--- src/rtl/pm_cfg_pkg.sv ---
// package: constants for the dual-channel power module configuration and status block
// assumes a 250 MHz core clock; the bus engine presents decoded command writes
package pm_cfg_pkg;
   // global config word fields
   localparam int GCFG_FCLR_ON_RUN = 0;
   localparam int GCFG_LONG_TMO = 3;
   localparam logic [7:0] GCFG_RST = 8'h00;
   // channel config word fields
   localparam int CCFG_ALERT_FIO = 1;
   localparam int CCFG_HB_OFF = 2;
   localparam int CCFG_ON_ABORT = 3;
   localparam int CCFG_RUN_PULL = 4;
   localparam logic [7:0] CCFG_RST = 8'h00;
   // pwm mode word fields
   localparam int PMODE_NARROW = 1;
   localparam int PMODE_SERVO = 6;
   localparam int PMODE_ILIM_HI = 7;
   localparam logic [7:0] PMODE_RST = 8'h00;
   // pwm config word fields
   localparam int PCFG_HB_UVLO = 4;
   localparam int PCFG_SHARED_FB = 7;
   localparam logic [7:0] PCFG_RST = 8'h00;
   // common status word fields
   localparam int CST_HB_TMO = 1;
   localparam int CST_NVM_DONE = 3;
   localparam int CST_HS_LO = 4;
   localparam int CST_HS_HI = 6;
   localparam int CST_ALERT = 7;
   // command codes seen on the internal write port
   localparam logic [7:0] CMD_PAGE = 8'h00;
   localparam logic [7:0] CMD_GCFG = 8'h01;
   localparam logic [7:0] CMD_CCFG = 8'h02;
   localparam logic [7:0] CMD_PMODE = 8'h03;
   localparam logic [7:0] CMD_PCFG = 8'h04;
   localparam logic [7:0] CMD_IIN_OFS = 8'h05;
   localparam logic [7:0] CMD_ADDR = 8'h06;
   localparam logic [7:0] CMD_FREQ = 8'h07;
   localparam logic [7:0] CMD_PHASE = 8'h08;
   localparam logic [7:0] CMD_CMP = 8'h09;
   localparam logic [7:0] CMD_STAT = 8'h0A;
   localparam logic [7:0] PAGE_CH0 = 8'h00;
   localparam logic [7:0] PAGE_CH1 = 8'h01;
   localparam logic [7:0] PAGE_ALL = 8'hFF;
   localparam logic [6:0] ADDR_RST = 7'h4F;      // arbitrary default slave address
   localparam logic [15:0] IIN_OFS_RST = 16'h0000;
   // sync clock: 250 MHz / 500 kHz = 500 cycles a period
   localparam int CLK_MHZ = 250;
   localparam int SYNC_KHZ = 500;
   localparam int SYNC_HALF = (CLK_MHZ * 1000) / SYNC_KHZ / 2;
   localparam logic [7:0] FREQ_RST = 8'h00;
   localparam logic [7:0] PHASE_RST = 8'h80;     // 180 degrees, 1 lsb = 360/256
   // bus and heartbeat timeout figures
   localparam int TMO_LONG_MS = 255;
   localparam int HB_TMO_US = 100;
   localparam int HB_TMO_CYC = HB_TMO_US * CLK_MHZ;
endpackage : pm_cfg_pkg

--- src/rtl/pm_chan_cfg.sv ---
// configuration and status bank of a dual-channel power module
// assumes a bus engine decoding host writes into i_wr_* pulses; pins idle high
`timescale 1ns/10ps
// Functional notes
// RL1: run rising edge clears faults if enabled
// RL2: pull run low when turned off otherwise
// RL3: selects on-command during turn-off sequence
// RL4: heartbeat held low disables channel output
// RL5: external fault pin low asserts alert
// RL6: long bus timeout 255 ms option
// RL7: input current adds programmed offset
// RL8: compare ram against nvm contents
// RL9: narrow vout range; change only while stopped
// RL10: heartbeat pull low on bias lockout
// RL11: servo loops engaged or disengaged
// RL12: high or low current limit range
// RL13: three handshake bits in common status
// RL14: nvm download done status bit
// RL15: status shows alert pin driven low
// RL16: status flags heartbeat timeout event
// RL17: readable writable slave address setting
// RL18: default sync 500 kHz, 180 degrees
// RL19: strap phase makes sync input only
// RL20: frequency and phase change while idle
// RL21: channel 0 sense feeds both loops
// RL22: page selects channel 0, 1 or both
// RL23: per-channel copies, written by page
module pm_chan_cfg
   import pm_cfg_pkg::*;
(
   input wire logic i_core_clk,          // core clock
   input wire logic i_rst,               // async reset, active high
   input wire logic i_wr_stb,            // one-cycle command write strobe
   input wire logic [7:0] i_wr_cmd,      // command code
   input wire logic [15:0] i_wr_data,    // command payload
   input wire logic [7:0] i_rd_cmd,      // command code to read back
   input wire logic [1:0] i_run_n_in,    // run pins, sensed level
   input wire logic [1:0] i_fault_io_n,  // fault i/o pins, sensed level
   input wire logic i_hb_in,             // shared heartbeat line, sensed level
   input wire logic i_sync_in,           // sync line, sensed level
   input wire logic i_strap_phase,       // strap resistor sets phase
   input wire logic i_bias_uvlo,         // bias supply outside lockout window
   input wire logic [1:0] i_off_other,   // channel commanded off by other means
   input wire logic [1:0] i_on_cmd,      // one-cycle turn-on command per channel
   input wire logic [1:0] i_off_busy,    // turn-off delay and ramp still running
   input wire logic [1:0] i_switching,   // channel is switching
   input wire logic [15:0] i_iin_raw0,   // measured channel 0 input current
   input wire logic [15:0] i_iin_raw1,   // measured channel 1 input current
   input wire logic i_nvm_done,          // nvm download into ram finished
   input wire logic i_nvm_match,         // ram matches user nvm
   input wire logic [2:0] i_handshake,   // command engine busy bits
   input wire logic i_bus_tmo_evt,       // one-cycle bus timeout event from engine
   output logic [15:0] o_rd_data,        // read data for i_rd_cmd
   output logic o_fault_clear,           // one-cycle fault-clear request
   output logic [1:0] o_run_oe,          // drive run pin low
   output logic [1:0] o_on_abort,        // on-command aborts the turn-off sequence
   output logic [1:0] o_on_wait,         // on-command waits for turn-off end
   output logic [1:0] o_out_disable,     // channel output disabled by heartbeat
   output logic o_alert_oe,              // drive alert pin low
   output logic o_hb_oe,                 // drive heartbeat line low
   output logic o_sync_out,              // sync clock driven value
   output logic o_sync_oe,               // sync output enable
   output logic [15:0] o_iin0,           // channel 0 input current readback
   output logic [15:0] o_iin1,           // channel 1 input current readback
   output logic [15:0] o_iin_total,      // module input current readback
   output logic [1:0] o_narrow_range,    // narrow vout range per channel
   output logic [1:0] o_servo_on,        // digital servo engaged
   output logic [1:0] o_ilim_hi,         // high current-limit range
   output logic o_shared_fb,             // channel 0 sense feeds both
   output logic o_long_tmo,              // bus timeout extended
   output logic [6:0] o_slave_addr,      // bus slave address
   output logic [7:0] o_common_status    // common status word
);
   // ---------------------------------------------------------------
   // pin synchronisers
   // ---------------------------------------------------------------
   logic [1:0] run_s;
   logic [1:0] fio_s;
   logic hb_s;
   logic sync_s;
   for (genvar g = 0; g < 2; g++) begin : g_pin
      pm_sync2 u_run (.i_core_clk(i_core_clk), .i_rst(i_rst), .i_d(i_run_n_in[g]), .o_q(run_s[g]));
      pm_sync2 u_fio (.i_core_clk(i_core_clk), .i_rst(i_rst), .i_d(i_fault_io_n[g]),
         .o_q(fio_s[g]));
   end
   pm_sync2 u_hb (.i_core_clk(i_core_clk), .i_rst(i_rst), .i_d(i_hb_in), .o_q(hb_s));
   pm_sync2 u_sync (.i_core_clk(i_core_clk), .i_rst(i_rst), .i_d(i_sync_in), .o_q(sync_s));

   // ---------------------------------------------------------------
   // configuration storage
   // ---------------------------------------------------------------
   logic [7:0] page_r;
   logic [7:0] gcfg_r;
   logic [7:0] ccfg_r [2];
   logic [7:0] pmode_r [2];
   logic [7:0] pcfg_r;
   logic [15:0] iin_ofs_r [2];
   logic [6:0] addr_r;
   logic [7:0] freq_r;
   logic [7:0] phase_r;
   logic [1:0] sel;
   logic idle;

   assign idle = ~|i_switching;
   // page 0xff hits both copies, 0x00 and 0x01 one copy each; any other page value selects no channel
   assign sel = (page_r == PAGE_ALL) ? 2'b11 :                   // [RL22]
                (page_r == PAGE_CH0) ? 2'b01 :
                (page_r == PAGE_CH1) ? 2'b10 : 2'b00;

   always_ff @(posedge i_core_clk or posedge i_rst) begin
      if (i_rst) begin
         page_r <= PAGE_CH0;
         gcfg_r <= GCFG_RST;
         pcfg_r <= PCFG_RST;
         addr_r <= ADDR_RST;
         freq_r <= FREQ_RST;
         phase_r <= PHASE_RST;                                   // [RL18]
      end else if (i_wr_stb) begin
         unique case (i_wr_cmd)
            CMD_PAGE: page_r <= i_wr_data[7:0];                  // [RL22]
            CMD_GCFG: gcfg_r <= i_wr_data[7:0];
            CMD_PCFG: if (idle) pcfg_r <= i_wr_data[7:0];        // [RL10]
            CMD_ADDR: addr_r <= i_wr_data[6:0];                  // [RL17]
            CMD_FREQ: if (idle) freq_r <= i_wr_data[7:0];        // [RL20]
            CMD_PHASE: if (idle) phase_r <= i_wr_data[7:0];      // [RL20]
            default: ;
         endcase
      end
   end

   always_ff @(posedge i_core_clk or posedge i_rst) begin
      if (i_rst) begin
         for (int c = 0; c < 2; c++) begin
            ccfg_r[c] <= CCFG_RST;
            pmode_r[c] <= PMODE_RST;
            iin_ofs_r[c] <= IIN_OFS_RST;
         end
      end else if (i_wr_stb) begin
         for (int c = 0; c < 2; c++) begin
            if (sel[c]) begin                                    // [RL23]
               if (i_wr_cmd == CMD_CCFG)
                  ccfg_r[c] <= i_wr_data[7:0];
               if (i_wr_cmd == CMD_PMODE && idle)                // [RL9]
                  pmode_r[c] <= i_wr_data[7:0];
               if (i_wr_cmd == CMD_IIN_OFS)
                  iin_ofs_r[c] <= i_wr_data;
            end
         end
      end
   end

   // ---------------------------------------------------------------
   // run edges, run pull-down, heartbeat and alert
   // ---------------------------------------------------------------
   logic [1:0] run_d_r;
   always_ff @(posedge i_core_clk or posedge i_rst) begin
      if (i_rst) begin
         run_d_r <= 2'b11;
         o_fault_clear <= 1'b0;
      end else begin
         run_d_r <= run_s;
         o_fault_clear <= gcfg_r[GCFG_FCLR_ON_RUN] & |(run_s & ~run_d_r);   // [RL1]
      end
   end

   always_ff @(posedge i_core_clk or posedge i_rst) begin
      if (i_rst) begin
         o_run_oe <= 2'b00;
         o_on_abort <= 2'b00;
         o_on_wait <= 2'b00;
         o_out_disable <= 2'b00;
      end else begin
         for (int c = 0; c < 2; c++) begin
            o_run_oe[c] <= ccfg_r[c][CCFG_RUN_PULL] & i_off_other[c];       // [RL2]
            // an on-command mid turn-off either cuts the sequence short or waits
            o_on_abort[c] <= i_on_cmd[c] & i_off_busy[c] & ccfg_r[c][CCFG_ON_ABORT];  // [RL3]
            o_on_wait[c] <= i_on_cmd[c] & i_off_busy[c] & ~ccfg_r[c][CCFG_ON_ABORT];  // [RL3]
            o_out_disable[c] <= ccfg_r[c][CCFG_HB_OFF] & ~hb_s;             // [RL4]
         end
      end
   end

   logic alert_nxt;
   assign alert_nxt = (ccfg_r[0][CCFG_ALERT_FIO] & ~fio_s[0]) |
                      (ccfg_r[1][CCFG_ALERT_FIO] & ~fio_s[1]);             // [RL5]
   always_ff @(posedge i_core_clk or posedge i_rst) begin
      if (i_rst) begin
         o_alert_oe <= 1'b0;
         o_hb_oe <= 1'b0;
      end else begin
         o_alert_oe <= alert_nxt;
         o_hb_oe <= pcfg_r[PCFG_HB_UVLO] & i_bias_uvlo;                     // [RL10]
      end
   end

   // ---------------------------------------------------------------
   // heartbeat timeout: line stuck low too long sets a sticky flag
   // ---------------------------------------------------------------
   logic [15:0] hb_cnt_r;
   logic hb_tmo_r;
   always_ff @(posedge i_core_clk or posedge i_rst) begin
      if (i_rst) begin
         hb_cnt_r <= 16'h0000;
         hb_tmo_r <= 1'b0;
      end else begin
         if (hb_s)
            hb_cnt_r <= 16'h0000;
         else if (hb_cnt_r != 16'(HB_TMO_CYC))
            hb_cnt_r <= hb_cnt_r + 16'h0001;
         // the event wins over a clear in the same cycle
         if (!hb_s && hb_cnt_r == 16'(HB_TMO_CYC - 1))
            hb_tmo_r <= 1'b1;                                               // [RL16]
         else if (o_fault_clear)
            hb_tmo_r <= 1'b0;
      end
   end

   // ---------------------------------------------------------------
   // sync clock: driven at 500 kHz unless the strap makes it an input
   // ---------------------------------------------------------------
   logic [9:0] sync_cnt_r;
   logic strap_r;
   always_ff @(posedge i_core_clk or posedge i_rst) begin
      if (i_rst) begin
         sync_cnt_r <= 10'h000;
         o_sync_out <= 1'b0;
         o_sync_oe <= 1'b0;
         strap_r <= 1'b0;
      end else begin
         strap_r <= i_strap_phase;
         o_sync_oe <= ~strap_r;                                             // [RL19]
         if (sync_cnt_r == 10'(SYNC_HALF - 1)) begin
            sync_cnt_r <= 10'h000;
            o_sync_out <= strap_r ? sync_s : ~o_sync_out;                   // [RL18]
         end else begin
            sync_cnt_r <= sync_cnt_r + 10'h001;
         end
      end
   end

   // ---------------------------------------------------------------
   // readback and mode outputs
   // ---------------------------------------------------------------
   logic [16:0] sum01;
   always_ff @(posedge i_core_clk or posedge i_rst) begin
      if (i_rst) begin
         o_iin0 <= 16'h0000;
         o_iin1 <= 16'h0000;
         o_iin_total <= 16'h0000;
      end else begin
         o_iin0 <= i_iin_raw0 + iin_ofs_r[0];                               // [RL7]
         o_iin1 <= i_iin_raw1 + iin_ofs_r[1];                               // [RL7]
         o_iin_total <= sum01[15:0];                                        // [RL7]
      end
   end
   assign sum01 = {1'b0, o_iin0} + {1'b0, o_iin1};

   logic [7:0] status_nxt;
   always_comb begin
      status_nxt = 8'h00;
      status_nxt[CST_ALERT] = o_alert_oe;                                   // [RL15]
      status_nxt[CST_HS_HI:CST_HS_LO] = i_handshake;                        // [RL13]
      status_nxt[CST_NVM_DONE] = i_nvm_done;                                // [RL14]
      status_nxt[CST_HB_TMO] = hb_tmo_r;                                    // [RL16]
   end

   logic long_tmo_r;
   logic bus_tmo_seen_r;
   always_ff @(posedge i_core_clk or posedge i_rst) begin
      if (i_rst) begin
         o_common_status <= 8'h00;
         o_narrow_range <= 2'b00;
         o_servo_on <= 2'b00;
         o_ilim_hi <= 2'b00;
         o_shared_fb <= 1'b0;
         o_long_tmo <= 1'b0;
         o_slave_addr <= ADDR_RST;
         long_tmo_r <= 1'b0;
         bus_tmo_seen_r <= 1'b0;
      end else begin
         o_common_status <= status_nxt;
         for (int c = 0; c < 2; c++) begin
            o_narrow_range[c] <= pmode_r[c][PMODE_NARROW];                  // [RL9]
            o_servo_on[c] <= pmode_r[c][PMODE_SERVO];                       // [RL11]
            o_ilim_hi[c] <= pmode_r[c][PMODE_ILIM_HI];                      // [RL12]
         end
         o_shared_fb <= pcfg_r[PCFG_SHARED_FB];                             // [RL21]
         long_tmo_r <= gcfg_r[GCFG_LONG_TMO];
         o_long_tmo <= long_tmo_r;                                          // [RL6]
         o_slave_addr <= addr_r;                                            // [RL17]
         bus_tmo_seen_r <= i_bus_tmo_evt | (bus_tmo_seen_r & ~o_fault_clear);
      end
   end

   logic [15:0] rd_nxt;
   always_comb begin
      rd_nxt = 16'h0000;
      unique case (i_rd_cmd)
         CMD_PAGE: rd_nxt = {8'h00, page_r};
         CMD_GCFG: rd_nxt = {8'h00, gcfg_r};
         CMD_CCFG: rd_nxt = {8'h00, ccfg_r[page_r[0]]};
         CMD_PMODE: rd_nxt = {8'h00, pmode_r[page_r[0]]};
         CMD_PCFG: rd_nxt = {8'h00, pcfg_r};
         CMD_IIN_OFS: rd_nxt = iin_ofs_r[page_r[0]];
         CMD_ADDR: rd_nxt = {9'h000, addr_r};                               // [RL17]
         CMD_FREQ: rd_nxt = {8'h00, freq_r};
         CMD_PHASE: rd_nxt = {8'h00, phase_r};
         CMD_CMP: rd_nxt = {14'h0000, bus_tmo_seen_r, i_nvm_match};         // [RL8]
         CMD_STAT: rd_nxt = {8'h00, o_common_status};
         default: rd_nxt = 16'h0000;
      endcase
   end
   always_ff @(posedge i_core_clk or posedge i_rst) begin
      if (i_rst)
         o_rd_data <= 16'h0000;
      else
         o_rd_data <= rd_nxt;
   end
endmodule // pm_chan_cfg

--- src/rtl/pm_sync2.sv ---
// two-flop synchroniser for pins coming from outside the core clock domain
// assumes the input is a slow level
`timescale 1ns/10ps
module pm_sync2 (
   input wire logic i_core_clk, // core clock
   input wire logic i_rst,      // async reset, active high
   input wire logic i_d,        // asynchronous level
   output logic o_q             // synchronised level
);
   logic meta_r;
   always_ff @(posedge i_core_clk or posedge i_rst) begin
      if (i_rst) begin
         meta_r <= 1'b1;
         o_q <= 1'b1;
      end else begin
         meta_r <= i_d;
         o_q <= meta_r;
      end
   end
endmodule // pm_sync2

--- config.mk ---
export PLATFORM = sky130hd
export DESIGN_NAME = pm_chan_cfg
export DESIGN_NICKNAME = d
export VERILOG_FILES = /design/src/rtl/pm_cfg_pkg.sv /design/src/rtl/pm_chan_cfg.sv /design/src/rtl/pm_sync2.sv
export SDC_FILE = /design/constraint.sdc
export NUM_CORES = 1
export LEC_CHECK = 0
export ABC_AREA = 1
export BUFFER_PORTS_ARGS = -buffer_cell sky130_fd_sc_hd__buf_2
export CORE_ASPECT_RATIO = 1.1
export CORE_UTILIZATION = 60
export DETAILED_ROUTE_END_ITERATION = 12
export PLACE_DENSITY = 0.83
export SYNTH_ARGS = -nofsm -noshare
export SYNTH_HDL_FRONTEND = slang
export SYNTH_SLANG_ARGS = --single-unit
--- constraint.sdc ---
create_clock -name i_core_clk -period 12.6 [get_ports i_core_clk]
set_input_delay 0.63 -clock i_core_clk [delete_from_list [all_inputs] [get_ports i_core_clk]]
set_output_delay 0.63 -clock i_core_clk [all_outputs]
set_load 0.05 [all_outputs]
=== Word-level counts from Yosys, hierarchy flattened ===
Cells that the tools add are included.

* Register bits: 253
* Bits of input ports: 89
* Output and inout bits: 100
* Logic and storage cells: 151

* Add/subtract/negate cells: 5
* Magnitude comparators: 1
* Eq/ne operators: 23
* Multiplexer cells: 19
* Bitwise gates (word level): 29
* Reductions and logical operators: 23

{| class="wikitable"
|+ Operators by type and width
! operator !! count
|-
| 16-bit case mux with 11 select lines || 1
|-
| 16-bit two-way mux || 5
|-
| 8-bit by 3-bit equality test with 1-bit output, second input constant || 8
|-
| 16-bit adder || 3
|-
| 8-bit two-way mux || 6
|-
| 8-bit by 2-bit equality test with 1-bit output, second input constant || 4
|-
| 8-bit by 4-bit equality test with 1-bit output, second input constant || 4
|-
| 3-bit AND reduction || 9
|-
| 8-bit by 1-bit equality test with 1-bit output, second input constant || 3
|-
| 8-bit zero test || 3
|-
| 16-bit by 1-bit adder with 16-bit output, second input constant || 1
|-
| 16-bit by 15-bit equality test with 1-bit output, second input constant || 1
|-
| 16-bit by 15-bit != test with 1-bit output, second input constant || 1
|-
| 1-bit bitwise AND || 15
|-
| 10-bit by 1-bit adder with 10-bit output, second input constant || 1
|-
| 10-bit by 8-bit equality test with 1-bit output, second input constant || 1
|-
| 10-bit two-way mux || 1
|-
| 1-bit NOT || 9
|-
| 8-bit equality test, second input constant || 1
|-
| 2-bit two-way mux || 3
|-
| 2-bit AND reduction || 3
|-
| 2-bit nonzero test || 2
|-
| 2-bit OR reduction || 2
|-
| 1-bit two-way mux || 3
|-
| other kinds (7) || 10
|}

=== Longest topological paths before layout ===
* Depth in word-level cells: 5
* Gate-level depth with buffers: 10
* Gate-level depth less buffers: 10

=== Cells and area by module ===
Synthesis repeated with hierarchy kept, for this count alone.

* Cell total of the unflattened synthesis: 1664
* Area total of the unflattened synthesis: 12959.9 µm²

{| class="wikitable"
|+ Modules (own cells, without submodules)
! module !! times used !! cells each !! area an instance (µm²) !! sequential area each (µm²)
|-
| pm_chan_cfg || 1 || 1646 || 12622.1 || 6047.0
|-
| pm_sync2 || 6 || 3 || 56.3 || 52.6
|}

=== Least setup slack after synthesis ===
Ideal clock, no wire load.

* Path type: input port to flip-flop
* From: input i_iin_raw1[0]
* To: register o_iin1[8]
* Library setup time: 124 ps
* Data arrival time: 1737 ps
* Required time: 12476 ps
* Slack: 10739 ps
* Stages: 8
* Path buffers: 0
* Cell sequence: ha_1 fa_1 nand2_1 nand2_1 and2_1 nand2_1 nand2_1 xor2_1

* Word-level cells in the longest chain between the ends: 1

{| class="wikitable"
|+ Ends and longest elaborated chain
! element !! RTL line !! RTL
|-
| start: declaration || pm_chan_cfg.sv:48 || <nowiki>input wire logic [15:0] i_iin_raw1,</nowiki>
|-
| 16-bit adder || pm_chan_cfg.sv:252 || <nowiki>o_iin1 <= i_iin_raw1 + iin_ofs_r[1];</nowiki>
|-
| end signal: assignment || pm_chan_cfg.sv:252 ||
|-
| end: declaration || pm_chan_cfg.sv:64 || <nowiki>output logic [15:0] o_iin1,</nowiki>
|}

No other way between the ends.
A chain may end at the register's enable or synchronous reset.

=== Worst setup path in the final report ===
* From: register page_r[0]
* To: register iin_ofs_r[29] in the netlist's numbering

* Word-level cells in the longest chain between the ends: 4
* Elaborated cells on any way between the ends: 5
* Classes of those cells: eq/ne (1); mux (2); reduce/logical (2)

{| class="wikitable"
|+ Ends and longest elaborated chain
! element !! RTL line !! RTL
|-
| start: declaration || pm_chan_cfg.sv:92 || <nowiki>logic [7:0] page_r;</nowiki>
|-
| start signal: assignment || pm_chan_cfg.sv:120 || <nowiki>CMD_PAGE: page_r <= i_wr_data[7:0];</nowiki>
|-
| 8-bit zero test || pm_chan_cfg.sv:107 || <nowiki>(page_r == PAGE_CH0) ? 2'b01 :</nowiki>
|-
| 2-bit two-way mux || pm_chan_cfg.sv:107 ||
|-
| 2-bit two-way mux (*) || pm_chan_cfg.sv:106 || <nowiki>assign sel = (page_r == PAGE_ALL) ? 2'b11 :</nowiki>
|-
| 3-bit AND reduction (no line) (*) || n/a ||
|-
| end signal: indexed assignment || pm_chan_cfg.sv:146 || <nowiki>iin_ofs_r[c] <= i_wr_data;</nowiki>
|-
| end: declaration || pm_chan_cfg.sv:97 || <nowiki>logic [15:0] iin_ofs_r [2];</nowiki>
|}

Every way passes the cells marked *; elsewhere a longest branch is shown, timed or not.

==> flow_summary.ini <==
[yosys]
synth_top_family_by_area = simple AND/OR/NAND/NOR gates
ys_seq_area_frac = 0.492
synthCells = 1654
yosysWarnings = 0
muxShareOfSynthArea = 0
synth_xor_area_frac = 0.0197
netlist_area_um2 = 12900
syn_avg_cell_area_um2 = 7.81
synth-seq-cells = 253
ys.flop_type = dfrtp_1
synthSimpleGateAreaFrac = 0.310
async_flop_share = 1.00
synth_compound_area_frac = 0.0475
synthAdderAreaFrac = 0.0521
synth_edf_count = 0
synth.distinct_cells = 34

[power_and_ir_drop]
ir_drop_mv = 0.114
p_comb_frac = 0.161
powerDensity_nw_per_um2 = 136
power.internal_mw = 1.43
power_frac_seq = 0.433
switching_share = 0.296
power.switching_uw = 600
p_leak_nw = 8.39
clkPwrFrac = 0.407
power_mw = 2.03

[min_path]
hold_end = u_hb.meta_r
hp-class = input port to flip-flop
min_from = i_hb_in
whs_path_depth = 1

[critical_path]
cp.required_ps = 13000
reg2reg_slack_ps = 9840
r2r_end = iin_ofs_r[29]
startpoint = page_r[0]
r2r-start = page_r[0]
crit_path_end_kind = flip-flop
worstPathMaxFanout = 35
criticalPathCategory = flip-flop to flip-flop
crit_arrival_ps = 3160
reg2regPathDepth = 7
cp-start-kind = flip-flop

[floorplan]
io_pins = 189
start_util = 0.620
rows = 55
core_area_um2 = 20900
fp.dieW_um = 142
dieArea_um2 = 22100
die-height_um = 156

[sta]
whs_ps = 186
postLayoutSetupSlackWorst_ps = 9840
period_share = 0.219
setup_tns_ps = 0
finClkSkew_ps = 18.3
final_max_slew_viol_count = 0
worst_slew_pin_slew_ps = 992
setup_viol = 0
rsz0062_at_grt = no
hold_viol = 0
slew_headroom = 0.339
layout_min_cycle_time_ps = 2760
fmax_mhz = 363

[drt]
drc = 0
via_per_inst = 5.54
vias = 11800
first_pass_iters = 7
drtIter0Drc = 1019
drt-total-wl_mm = 35.0
drt-wirelength-per-cell_um = 16.4
detail-route-antenna-nets = 0

[cells_and_area]
fillers = 1662
ff_latch_area_um2 = 6360
area_growth_pct = 15.7
final_nets = 1964
most-common-layout-cells = nand2_1 (592), dfrtp_1 (228), inv_1 (195)
multi_input_area_um2 = 5570
stdcell_count = 2128
layout-drive-gt1-share = 0.151
finalInstanceArea_um2 = 14900
final_common_cell = nand2_1
antenna_cells = 0
fin_util = 0.717

[global_routing]
grt_util_all_layers = 0.326
grt-ovfl-total = 0
grt_max_degree = 99
grt_pass1_wl_mm = 55.8
grt_pass1_vias = 11200
grt_antenna_before_repair = 0

[outcome]
status = complete, no violations

[placed_design]
dp_hpwl_mm = 25.2
port_buffers = 186
dp_slack_ps = 9950
place_congestion = 0.930
dp_cells = 2079
dpl_cell_area_um2 = 14000

[clock_network]
clock_tree.buffer_depth = 3
htree_levels = 1
clkTransAtPathRegs_ps = 60
clkLatencyLatePin_ps = 540
numClockSinks = 253
cts_hold_repair.buffers = 0
cts_tree = built
cts_setup_buffers = 0
tritoncts.num_buffers = 27
cts_resized = 0
clock-root-buffer = clkbuf_16

[run]
drv_cap = 0
[synthesized netlist by cell type, drive strengths merged (23+ instances only)]
library cell / number / share of area
xor2: 23 / 0.016
a21oi: 43 / 0.017
nand3: 133 / 0.052
ha: 49 / 0.047
nand4: 72 / 0.035
buf: 25 / 0.011
dfstp: 25 / 0.051
dfrtp: 228 / 0.44
nor2: 121 / 0.036
nand2: 592 / 0.17
inv: 197 / 0.057
clkbuf: 29 / 0.0092
o21ai: 67 / 0.028
nor3: 23 / 0.0097
[power by group through the flow]
stage / Clock [mW] / Combinational [mW] / Sequential (mW)
after floorplan: 0 / 0.144 / 0.981
after global placement: 0 / 0.316 / 0.890
after detailed placement: 0 / 0.323 / 0.891
after CTS: 0.832 / 0.325 / 0.877
after global routing: 0.861 / 0.356 / 0.880
final: 0.825 / 0.326 / 0.877
[worst max-delay path: stages, from the launching register on]
cell,delay [ps]
dfrtp_1,640
buf_4,330
inv_1,80
nand3_1,110
o21ai_4,690
nand3_2,470
nand2_1,190
nand2_1,80
[metal layers]
metal	GRT usage	vias up	wire, um
met3	0.0322	124	2440
met5	0	-	0
met2	0.555	565	16800
met4	0.174	0	1980
met1	0.412	5516	13700
li1	-	5594	-
[final cells by class]
cell class                 count  share of cell area
sequential                   253               0.426
tap                          285              0.0239
inverter                     197              0.0500
clock buffer                  32              0.0485
clock inverter                17              0.0136
timing repair buffer         193              0.0658
multi-input combinational   1151               0.373
[flip-flops by register name, indices dropped and copies added, names as in the netlist, 6 cells and up]
name and count:
iin_ofs_r 32, o_iin0 16, ccfg_r 16, o_slave_addr 7, phase_r 8, gcfg_r 8
page_r 8, sync_cnt_r 10, o_common_status 6, pcfg_r 8, freq_r 8, o_iin1 16
o_rd_data 16, o_iin_total 16, pmode_r 16, hb_cnt_r 16, addr_r 7
[kinds of logic after synthesis]
group / Yosys count
AOI/OAI and AO/OA: 116
xor gates and xnor gates: 29
adders and majority gates: 52
buffers and inverters: 251
DFF: 253
other: 1
and+or+nand+nor: 952
[how the worst max path moves through the flow]
| stage | end | slack (ps) |
|---|---|---|
| floorplan | addr_r[4] | 5050 |
| CTS | iin_ofs_r[29] | 9910 |
| global placement | iin_ofs_r[20] | 10060 |
| global route | iin_ofs_r[11] | 9620 |
| detailed placement | iin_ofs_r[19] | 9950 |
| finish | iin_ofs_r[29] | 9840 |
Note: power is estimated with default switching activity, not from simulation.
